===== src/verilog/vbi_slice_pkg.sv =====
// Purpose: Shared constants and types for the blanking-line slice mode registers.
// Assumes: 32-bit AXI4-Lite data, one register per aligned word.
// Notes:   Register indices are word indices; byte address is four times the index.
package vbi_slice_pkg;

	// ============================================================
	// Bus geometry
	localparam int          ADDR_W        = 16;
	localparam int          DATA_W        = 32;
	localparam int          IDX_W         = 14;
	localparam logic [1:0]  RESP_OKAY     = 2'h0;
	localparam logic [1:0]  RESP_SLVERR   = 2'h2;

	// ============================================================
	// Register indices
	localparam int          LINE_COUNT    = 8;
	localparam int          CUSTOM_COUNT  = 3;
	localparam logic [IDX_W-1:0] LINE1_IDX    = 14'h0424;
	localparam logic [IDX_W-1:0] LINE2_IDX    = 14'h0425;
	localparam logic [IDX_W-1:0] LINE3_IDX    = 14'h0426;
	localparam logic [IDX_W-1:0] LINE4_IDX    = 14'h0427;
	localparam logic [IDX_W-1:0] LINE5_IDX    = 14'h0428;
	localparam logic [IDX_W-1:0] LINE6_IDX    = 14'h0429;
	localparam logic [IDX_W-1:0] LINE7_IDX    = 14'h042A;
	localparam logic [IDX_W-1:0] LINE8_IDX    = 14'h042B;
	localparam logic [IDX_W-1:0] CUSTOM1_IDX  = 14'h04F0;
	localparam logic [IDX_W-1:0] CUSTOM2_IDX  = 14'h04F1;
	localparam logic [IDX_W-1:0] CUSTOM3_IDX  = 14'h04F2;
	localparam logic [IDX_W-1:0] STD_CTRL_IDX = 14'h04F8;
	localparam logic [IDX_W-1:0] STATUS_IDX   = 14'h04F9;

	// ============================================================
	// Line mode fields
	localparam int          ODD_LSB       = 4;
	localparam int          EVEN_LSB      = 0;
	localparam int          CODE_W        = 4;
	localparam logic [7:0]  LINE_RESET    = 8'h00;

	// ============================================================
	// Mode codes as written by software
	localparam logic [3:0]  CODE_NONE     = 4'h0;
	localparam logic [3:0]  CODE_TT_1     = 4'h1;
	localparam logic [3:0]  CODE_TT_2     = 4'h2;
	localparam logic [3:0]  CODE_TT_3     = 4'h3;
	localparam logic [3:0]  CODE_WSS      = 4'h4;
	localparam logic [3:0]  CODE_VITC     = 4'h5;
	localparam logic [3:0]  CODE_CC       = 4'h6;
	localparam logic [3:0]  CODE_7        = 4'h7;
	localparam logic [3:0]  CODE_8        = 4'h8;
	localparam logic [3:0]  CODE_CUSTOM1  = 4'h9;
	localparam logic [3:0]  CODE_CUSTOM2  = 4'hA;
	localparam logic [3:0]  CODE_CUSTOM3  = 4'hB;

	// ============================================================
	// Resolved slice formats
	typedef enum logic [3:0] {
		FMT_NONE,
		FMT_TT_A,
		FMT_TT_B,
		FMT_TT_C,
		FMT_TT_D,
		FMT_WSS,
		FMT_VITC,
		FMT_CC,
		FMT_VPS,
		FMT_PROP_1X,
		FMT_PROP_2X
	} slice_fmt_e;

	// ============================================================
	// Custom setup fields: [3:0] format, [4] 625-line standard
	localparam int          CUST_FMT_LSB  = 0;
	localparam int          CUST_STD_BIT  = 4;
	localparam logic [7:0]  CUSTOM1_RESET = {3'h0, 1'b0, 4'(FMT_CC)};
	localparam logic [7:0]  CUSTOM2_RESET = {3'h0, 1'b1, 4'(FMT_WSS)};
	localparam logic [7:0]  CUSTOM3_RESET = {3'h0, 1'b0, 4'(FMT_TT_C)};

	// ============================================================
	// Standard control: [0] 625-line input
	localparam int          STD625_BIT    = 0;
	localparam logic [7:0]  STD_RESET     = 8'h00;

endpackage


===== src/verilog/cfg_byte_reg.sv =====
// Purpose: One software-written byte register with a per-instance reset value.
// Assumes: Write strobe already decoded for this register.
// Notes:   Synchronous active-low reset.
`timescale 1ns/1ps
module cfg_byte_reg #(
	parameter logic [7:0] RESET_VAL = 8'h00
) (
	input  wire logic       aclk,
	input  wire logic       aresetn,
	input  wire logic       wr_en,
	input  wire logic [7:0] wr_data,
	output logic      [7:0] value
);

	logic [7:0] value_ff;

	always_ff @(posedge aclk) begin
		if (!aresetn) begin
			value_ff <= RESET_VAL;
		end else if (wr_en) begin
			value_ff <= wr_data;
		end
	end

	assign value = value_ff;

endmodule // cfg_byte_reg


===== src/verilog/slice_mode_decode.sv =====
// Purpose: Map a 4-bit line mode code to a slice format for the active standard.
// Assumes: Custom codes are resolved by the caller from the custom setups.
// Notes:   Purely combinational.
`timescale 1ns/1ps
module slice_mode_decode
	import vbi_slice_pkg::*;
(
	input  wire logic             [3:0] code,
	input  wire logic                   std625,
	output vbi_slice_pkg::slice_fmt_e   fmt,
	output logic                        is_custom,
	output logic                  [1:0] custom_sel
);

	always_comb begin
		fmt        = FMT_NONE;
		is_custom  = 1'b0;
		custom_sel = 2'h0;
		unique case (code)
			CODE_TT_1: fmt = std625 ? FMT_TT_B : FMT_TT_D;
			CODE_TT_2: fmt = std625 ? FMT_TT_A : FMT_TT_C;
			CODE_TT_3: fmt = std625 ? FMT_NONE : FMT_TT_D;
			CODE_WSS:  fmt = FMT_WSS;
			CODE_VITC: fmt = FMT_VITC;
			CODE_CC:   fmt = FMT_CC;
			CODE_7:    fmt = std625 ? FMT_VPS : FMT_PROP_1X;
			CODE_8:    fmt = std625 ? FMT_NONE : FMT_PROP_2X;
			CODE_CUSTOM1: begin
				is_custom  = 1'b1;
				custom_sel = 2'h0;
			end
			CODE_CUSTOM2: begin
				is_custom  = 1'b1;
				custom_sel = 2'h1;
			end
			CODE_CUSTOM3: begin
				is_custom  = 1'b1;
				custom_sel = 2'h2;
			end
			default:   fmt = FMT_NONE;
		endcase
	end

endmodule // slice_mode_decode


===== src/verilog/vbi_line_slice_mode_regs.sv =====
// Purpose: Per-line blanking slice mode registers with AXI4-Lite access and
//          resolution of the format to slice on the current line and field.
// Assumes: Line pointer and field flag come from the decoder timing, on aclk.
// Notes:   One clock, synchronous reset, rules below.
// Notes on behaviour
// - Three custom formats, each with its own setup register, are chosen by codes 1001, 1010 and 1011.
// - After reset the custom setups hold 525 closed caption, 625 widescreen signalling and 525 teletext C.
// - Eight byte registers each steer one blanking line, the first at the offset line, then successive lines.
// - Bits 7 to 4 give the odd-field code and bits 3 to 0 the even-field code.
// - On 525-line input the codes decode to none, teletext D, C, D, WSS, VITC, CC, proprietary 1x/2x, custom.
// - On 625-line input the codes decode to teletext B, A, WSS, VITC, CC, VPS and custom, 0011 and 1000 reserved.
// - Lines two to eight take the same code set at consecutive addresses.
// - Every line register resets to zero so nothing is sliced until programmed.
//
// Chosen here: the AXI4-Lite register port.
`timescale 1ns/1ps
module vbi_line_slice_mode_regs
	import vbi_slice_pkg::*;
#(
	parameter int LINES = 8
) (
	input  wire logic                         aclk,
	input  wire logic                         aresetn,
	// AXI4-Lite slave
	input  wire logic [vbi_slice_pkg::ADDR_W-1:0] s_axi_awaddr,
	input  wire logic                         s_axi_awvalid,
	output logic                              s_axi_awready,
	input  wire logic [vbi_slice_pkg::DATA_W-1:0] s_axi_wdata,
	input  wire logic                   [3:0] s_axi_wstrb,
	input  wire logic                         s_axi_wvalid,
	output logic                              s_axi_wready,
	output logic                        [1:0] s_axi_bresp,
	output logic                              s_axi_bvalid,
	input  wire logic                         s_axi_bready,
	input  wire logic [vbi_slice_pkg::ADDR_W-1:0] s_axi_araddr,
	input  wire logic                         s_axi_arvalid,
	output logic                              s_axi_arready,
	output logic [vbi_slice_pkg::DATA_W-1:0]  s_axi_rdata,
	output logic                        [1:0] s_axi_rresp,
	output logic                              s_axi_rvalid,
	input  wire logic                         s_axi_rready,
	// Slicer timing
	input  wire logic                   [2:0] line_sel,
	input  wire logic                         field_odd,
	input  wire logic                         line_active,
	// Resolved format for the slicer
	output vbi_slice_pkg::slice_fmt_e         slice_format,
	output logic                              slice_enable,
	output logic                              slice_custom,
	output logic                        [1:0] slice_custom_sel,
	output logic                              slice_std625
);

	import vbi_slice_pkg::*;

	// ============================================================
	// Write channel capture
	logic                 aw_held_ff;
	logic                 w_held_ff;
	logic [IDX_W-1:0]     aw_idx_ff;
	logic [7:0]           w_byte_ff;
	logic                 w_lane0_ff;
	logic                 bvalid_ff;
	logic [1:0]           bresp_ff;
	logic                 wr_go;
	logic                 wr_hit;

	// Address and data are taken in either order, one write at a time
	assign s_axi_awready = !aw_held_ff && !bvalid_ff;
	assign s_axi_wready  = !w_held_ff && !bvalid_ff;
	// Store fires one edge after the later half arrives
	assign wr_go         = aw_held_ff && w_held_ff;

	always_ff @(posedge aclk) begin
		if (!aresetn) begin
			aw_held_ff <= 1'b0;
			aw_idx_ff  <= '0;
		end else if (s_axi_awvalid && s_axi_awready) begin
			aw_held_ff <= 1'b1;
			aw_idx_ff  <= s_axi_awaddr[ADDR_W-1:2];
		end else if (wr_go) begin
			aw_held_ff <= 1'b0;
		end
	end

	always_ff @(posedge aclk) begin
		if (!aresetn) begin
			w_held_ff  <= 1'b0;
			w_byte_ff  <= 8'h00;
			w_lane0_ff <= 1'b0;
		end else if (s_axi_wvalid && s_axi_wready) begin
			w_held_ff  <= 1'b1;
			w_byte_ff  <= s_axi_wdata[7:0];
			w_lane0_ff <= s_axi_wstrb[0];
		end else if (wr_go) begin
			w_held_ff  <= 1'b0;
		end
	end

	always_ff @(posedge aclk) begin
		if (!aresetn) begin
			bvalid_ff <= 1'b0;
			bresp_ff  <= RESP_OKAY;
		end else if (wr_go) begin
			bvalid_ff <= 1'b1;
			bresp_ff  <= wr_hit ? RESP_OKAY : RESP_SLVERR;
		end else if (s_axi_bready) begin
			bvalid_ff <= 1'b0;
		end
	end

	// Response stands until bready so a slow master loses nothing
	assign s_axi_bvalid = bvalid_ff;
	assign s_axi_bresp  = bresp_ff;

	// ============================================================
	// Address decode for writes
	logic [LINES-1:0]        line_wr;
	logic [CUSTOM_COUNT-1:0] cust_wr;
	logic                    std_wr;

	always_comb begin
		// Only byte lane 0 holds a register; upper lanes are ignored
		line_wr = '0;
		cust_wr = '0;
		std_wr  = 1'b0;
		wr_hit  = 1'b0;
		for (int i = 0; i < LINES; i++) begin
			if (aw_idx_ff == LINE1_IDX + IDX_W'(i)) begin
				line_wr[i] = wr_go && w_lane0_ff;
				wr_hit     = 1'b1;
			end
		end
		for (int k = 0; k < CUSTOM_COUNT; k++) begin
			if (aw_idx_ff == CUSTOM1_IDX + IDX_W'(k)) begin
				cust_wr[k] = wr_go && w_lane0_ff;
				wr_hit     = 1'b1;
			end
		end
		if (aw_idx_ff == STD_CTRL_IDX) begin
			std_wr = wr_go && w_lane0_ff;
			wr_hit = 1'b1;
		end
		// Status is read-only; a write is accepted and dropped
		if (aw_idx_ff == STATUS_IDX) begin
			wr_hit = 1'b1;
		end
	end

	// ============================================================
	// Register storage
	logic [7:0] line_mode [LINES];
	logic [7:0] cust_setup [CUSTOM_COUNT];
	logic [7:0] std_ctrl;

	// Custom setups wake up as the three built-in formats
	localparam logic [7:0] CUST_RESETS [CUSTOM_COUNT] = '{CUSTOM1_RESET, CUSTOM2_RESET, CUSTOM3_RESET};

	// One register module per line keeps the reset value per instance
	genvar g;
	generate
		for (g = 0; g < LINES; g++) begin : g_line
			cfg_byte_reg #(
				.RESET_VAL (LINE_RESET)
			) u_line (
				.aclk    (aclk),
				.aresetn (aresetn),
				.wr_en   (line_wr[g]),
				.wr_data (w_byte_ff),
				.value   (line_mode[g])
			);
		end
		for (g = 0; g < CUSTOM_COUNT; g++) begin : g_cust
			cfg_byte_reg #(
				.RESET_VAL (CUST_RESETS[g])
			) u_cust (
				.aclk    (aclk),
				.aresetn (aresetn),
				.wr_en   (cust_wr[g]),
				.wr_data (w_byte_ff),
				.value   (cust_setup[g])
			);
		end
	endgenerate

	cfg_byte_reg #(
		.RESET_VAL (STD_RESET)
	) u_std (
		.aclk    (aclk),
		.aresetn (aresetn),
		.wr_en   (std_wr),
		.wr_data (w_byte_ff),
		.value   (std_ctrl)
	);

	// ============================================================
	// Line and field resolution
	logic        std625;
	logic [7:0]  cur_line;
	logic [3:0]  cur_code;
	slice_fmt_e  dec_fmt;
	logic        dec_custom;
	logic [1:0]  dec_sel;
	slice_fmt_e  nxt_fmt;
	logic        nxt_std;
	logic [7:0]  sel_setup;

	// Control bit gives the standard unless a custom setup names its own
	assign std625   = std_ctrl[STD625_BIT];
	assign cur_line = line_mode[line_sel];
	// odd field upper nibble, even field lower
	assign cur_code = field_odd ? cur_line[ODD_LSB +: CODE_W] : cur_line[EVEN_LSB +: CODE_W];

	slice_mode_decode u_decode (
		.code       (cur_code),
		.std625     (std625),
		.fmt        (dec_fmt),
		.is_custom  (dec_custom),
		.custom_sel (dec_sel)
	);

	always_comb begin
		// Select code 3 never comes from the decoder, so it falls to setup one
		sel_setup = cust_setup[0];
		if (dec_sel == 2'h1) begin
			sel_setup = cust_setup[1];
		end else if (dec_sel == 2'h2) begin
			sel_setup = cust_setup[2];
		end
		nxt_fmt = dec_fmt;
		nxt_std = std625;
		if (dec_custom) begin
			nxt_std = sel_setup[CUST_STD_BIT];
			// unknown setup format gives none
			// Values past the last format would otherwise alias the enum
			if (sel_setup[CUST_FMT_LSB +: 4] <= 4'(FMT_PROP_2X)) begin
				nxt_fmt = slice_fmt_e'(sel_setup[CUST_FMT_LSB +: 4]);
			end else begin
				nxt_fmt = FMT_NONE;
			end
		end
		// Between lines the slicer stays idle, whatever is programmed
		if (!line_active) begin
			nxt_fmt = FMT_NONE;
		end
	end

	// ============================================================
	// Registered slicer outputs
	slice_fmt_e fmt_ff;
	logic       enable_ff;
	logic       custom_ff;
	logic [1:0] custom_sel_ff;
	logic       std_out_ff;

	// Registered so the slicer sees no decode glitches; costs one edge of lag
	always_ff @(posedge aclk) begin
		if (!aresetn) begin
			fmt_ff        <= FMT_NONE;
			enable_ff     <= 1'b0;
			custom_ff     <= 1'b0;
			custom_sel_ff <= 2'h0;
			std_out_ff    <= 1'b0;
		end else begin
			fmt_ff        <= nxt_fmt;
			enable_ff     <= (nxt_fmt != FMT_NONE);
			custom_ff     <= dec_custom && line_active;
			custom_sel_ff <= dec_sel;
			std_out_ff    <= nxt_std;
		end
	end

	assign slice_format     = fmt_ff;
	assign slice_enable     = enable_ff;
	assign slice_custom     = custom_ff;
	assign slice_custom_sel = custom_sel_ff;
	assign slice_std625     = std_out_ff;

	// ============================================================
	// Read channel
	logic              rvalid_ff;
	logic [DATA_W-1:0] rdata_ff;
	logic [1:0]        rresp_ff;
	logic [IDX_W-1:0]  rd_idx;
	logic [7:0]        rd_byte;
	logic              rd_hit;

	// Single read slot; arready reopens as soon as rvalid falls
	assign s_axi_arready = !rvalid_ff;
	assign rd_idx        = s_axi_araddr[ADDR_W-1:2];

	always_comb begin
		// Read decode mirrors the write decode, status added
		rd_byte = 8'h00;
		rd_hit  = 1'b0;
		for (int i = 0; i < LINES; i++) begin
			if (rd_idx == LINE1_IDX + IDX_W'(i)) begin
				rd_byte = line_mode[i];
				rd_hit  = 1'b1;
			end
		end
		for (int k = 0; k < CUSTOM_COUNT; k++) begin
			if (rd_idx == CUSTOM1_IDX + IDX_W'(k)) begin
				rd_byte = cust_setup[k];
				rd_hit  = 1'b1;
			end
		end
		if (rd_idx == STD_CTRL_IDX) begin
			rd_byte = std_ctrl;
			rd_hit  = 1'b1;
		end
		// Live view of what the slicer is told now
		if (rd_idx == STATUS_IDX) begin
			rd_byte = {enable_ff, custom_ff, custom_sel_ff, 4'(fmt_ff)};
			rd_hit  = 1'b1;
		end
	end

	always_ff @(posedge aclk) begin
		if (!aresetn) begin
			rvalid_ff <= 1'b0;
			rdata_ff  <= '0;
			rresp_ff  <= RESP_OKAY;
		end else if (s_axi_arvalid && s_axi_arready) begin
			rvalid_ff <= 1'b1;
			rdata_ff  <= {24'h000000, rd_byte};
			// Unmapped words read as zero and flag SLVERR
			rresp_ff  <= rd_hit ? RESP_OKAY : RESP_SLVERR;
		end else if (s_axi_rready) begin
			rvalid_ff <= 1'b0;
		end
	end

	assign s_axi_rvalid = rvalid_ff;
	assign s_axi_rdata  = rdata_ff;
	assign s_axi_rresp  = rresp_ff;

endmodule // vbi_line_slice_mode_regs


===== config.mk =====
export PLATFORM = sky130hd
export DESIGN_NAME = vbi_line_slice_mode_regs
export DESIGN_NICKNAME = d
export VERILOG_FILES = /design/src/verilog/vbi_slice_pkg.sv /design/src/verilog/cfg_byte_reg.sv /design/src/verilog/slice_mode_decode.sv /design/src/verilog/vbi_line_slice_mode_regs.sv
export SDC_FILE = /design/constraint.sdc
export NUM_CORES = 1
export LEC_CHECK = 0
export BUFFER_PORTS_ARGS = -buffer_cell sky130_fd_sc_hd__buf_4
export CORE_MARGIN = 3
export CORE_UTILIZATION = 50
export CTS_CLUSTER_SIZE = 30
export DETAILED_ROUTE_END_ITERATION = 10
export PLACE_DENSITY = 0.75
export REMOVE_ABC_BUFFERS = 1
export SLEW_MARGIN = 0
export SYNTH_ARGS = -nofsm -noshare
export SYNTH_HDL_FRONTEND = slang
export SYNTH_SLANG_ARGS = --single-unit

===== constraint.sdc =====
create_clock -name aclk -period 2.6 [get_ports aclk]
set_input_delay 0.52 -clock aclk [delete_from_list [all_inputs] [get_ports aclk]]
set_output_delay 0.52 -clock aclk [all_outputs]
set_load 0.02 [all_outputs]

==> flow_metrics.env <==
export IMPL_grt_antenna_before_repair=0
export IMPL_grt_first_pass_wirelength_mm=32.6
export IMPL_start_kind="input port"
export IMPL_ys_async_sr_fraction_pct=0
export IMPL_die_h_um=129
export IMPL_yosysTopAreaCell="dfxtp_1"
export IMPL_slew_headroom_pct=49.4
export IMPL_min_path_type="in2reg"
export IMPL_drtIter0Drc=500
export IMPL_fin_setup_tns_ns=0
export IMPL_drc=0
export IMPL_setup_viol=0
export IMPL_ys_ff_latch=142
export IMPL_hold_viol_final=0
export IMPL_syn_cell_area_sq_um=7520
export IMPL_viasPerCell=5.73
export IMPL_post_drt_wl_per_cell_um=18.7
export IMPL_worstPathCellList="buf_4, mux4_2, nor3b_2, o21bai_4, or2_4, a2111oi_1, a211o_1, a311o_1, a211o_1"
export IMPL_cts_buffer_depth=2
export IMPL_coreArea_sq_um=14600
export IMPL_nets=987
export IMPL_vias=6331
export IMPL_vdd_drop_max_uv=515
export IMPL_synthTopCellsByArea="dfxtp_1, mux2i_1, nor2b_1"
export IMPL_cts_buffers=17
export IMPL_htree_num_levels=4
export IMPL_grt_use_met2_pct=39.7
export IMPL_grtUsageTotal_pct=25.4
export IMPL_grt_max_degree=83
export IMPL_design_area_sq_um=9070
export IMPL_p_per_area_nw_per_um2=578
export IMPL_fp_dieArea_sq_um=16600
export IMPL_crit_fanout=10
export IMPL_grt_setup_unrepaired="false"
export IMPL_ys_warn_count=0
export IMPL_worstPathRequired_ns=2.92
export IMPL_die_w_um=129
export IMPL_period_share_pct=96.7
export IMPL_met3_usage_pct=6.52
export IMPL_clk_pin_slew_ns=0.06
export IMPL_first_global_vias=6064
export IMPL_busiest_layer="met2"
export IMPL_skew_ns=0.00870
export IMPL_cts_setup_buffers=0
export IMPL_max_stage_delay_ns=0.56
export IMPL_place_area_sq_um=8470
export IMPL_path_common_cell="a211o_1"
export IMPL_ys_seq_area_share_pct=37.8
export IMPL_fmaxAchievable_mhz=398
export IMPL_area_growth_pct=20.6
export IMPL_insertion_delay_ns=0.43
export IMPL_tightest_slew_ns=0.759
export IMPL_grt_overflow=0
export IMPL_synth_top_cells_by_count="dfxtp_1, mux2i_1, nor2b_1"
export IMPL_yosysMostFrequentCell="dfxtp_1"
export IMPL_crit_family="compound AO/OA/AOI/OAI gates"
export IMPL_synth_area_per_cell_sq_um=9.35
export IMPL_cts_hold_buf=0
export IMPL_firstDrtPassIters=5
export IMPL_maxSlewViolCount=0
export IMPL_tritoncts="done"
export IMPL_rows=44
export IMPL_synth_distinct_cells=65
export IMPL_syn_inst=805
export IMPL_clock_sinks=142
export IMPL_port_buffers=72
export IMPL_diodes=0
export IMPL_synth_edf_count=0
export IMPL_leakagePower_nw=3.73
export IMPL_cts_resized=0
export IMPL_wirelength_mm=20.6
export IMPL_synth_ff_type="dfxtp_1"
export IMPL_cp_slowest_cell="mux4_2"
export IMPL_hpwlAfterDp_mm=14.3
export IMPL_arrival_ns=2.83
export IMPL_synth_top_area_share_pct=37.8
export IMPL_start_util_pct=51.4
export IMPL_path_buf_inv=1
export IMPL_fin_crit_ns=2.51
export IMPL_root_buffer="clkbuf_16"
export IMPL_antenna_left=0
export IMPL_drv_cap=0
export IMPL_drive_above_1_share_pct=22.8
export IMPL_use_met1_pct=34.6
export IMPL_crit_type="in2reg"
export IMPL_end_kind="flop"
export IMPL_outcome="complete, no violations"
export IMPL_io_pins=130
export IMPL_gp_congestion=0.934
-- metrics by stage --
stage	util, %	worst slack (ns)	total power (W)	hold slack [ns]	instances
floorplan	-	-0.0377	0.00254	0.438	752
global placement	57.8	-0.288	0.00278	0.451	1072
detailed placement	57.8	-0.328	0.00279	0.454	1072
CTS	61.9	0.0859	0.00527	0.328	1104
global route	61.9	0.00936	0.00542	0.331	1104
finish	61.9	0.0856	0.00525	0.334	1104
-- cell usage in the layout (no fill, tap or decap), types with 25 or more instances in the layout --
| cell type | synthesis | final |
|---|---|---|
| dfxtp_1 | 142 | 142 |
| buf_4 | 27 | 135 |
| mux2i_1 | 110 | 110 |
| nor2b_1 | 96 | 96 |
| nand2_1 | 90 | 90 |
| o21ai_0 | 35 | 35 |
| nor2_1 | 30 | 30 |
| a21oi_1 | 26 | 26 |
| conb_1 | 1 | 26 |
| a21boi_0 | 25 | 25 |
-- final timing paths --
check,start,to,slack (ns),cells past startpoint
max,line_sel[1],slice_enable$_SDFF_PN0_,0.09,9
max reg2reg,g_line[7].u_line.value[1]$_SDFFE_PN0P_,slice_enable$_SDFF_PN0_,0.14,8
min,s_axi_arvalid,s_axi_rvalid$_SDFFE_PN0P_,0.33,2
min reg2reg,aw_idx_ff[10]$_SDFFE_PN0P_,aw_idx_ff[10]$_SDFFE_PN0P_,0.46,2
-- cell families after synthesis --
family	share of synthesized area [%]
flops	37.8
other cells	0.0498
simple gates	20.4
buf+inv	6.04
compound gates	13.1
mux	22.7
-- flip-flops by register name (all words and copies together), names as in the netlist --
register / count
aw_held_ff: 1
aw_idx_ff: 14
g_cust.u_cust.value: 24
g_line.u_line.value: 64
s_axi_bresp: 1
s_axi_bvalid: 1
s_axi_rdata: 8
s_axi_rresp: 1
s_axi_rvalid: 1
slice_custom: 1
slice_custom_sel: 2
slice_enable: 1
slice_format: 4
slice_std625: 1
u_std.value: 8
w_byte_ff: 8
w_held_ff: 1
w_lane0_ff: 1
-- layer usage --
layer	wire length [um]	part of all wire (%)
met5	0	0
met4	445	2.2
met3	1610	7.8
met2	9560	46
met1	8980	44
-- area by class of cell --
class,instances,area [sq um]
Fill cell,1262,5570
Sequential cell,142,2840
Multi-Input combinational cell,600,4320
Clock inverter,12,159
Timing Repair Buffer,136,1030
Inverter,10,37.5
Tap cell,184,230
Clock buffer,20,447
-- power by group --
| group | internal [W] | switching [W] |
|---|---|---|
| Combinational | 0.000210 | 0.000256 |
| Clock | 0.00154 | 0.000954 |
| Sequential | 0.00222 | 0.0000653 |
(Power assumes the default switching activity.)
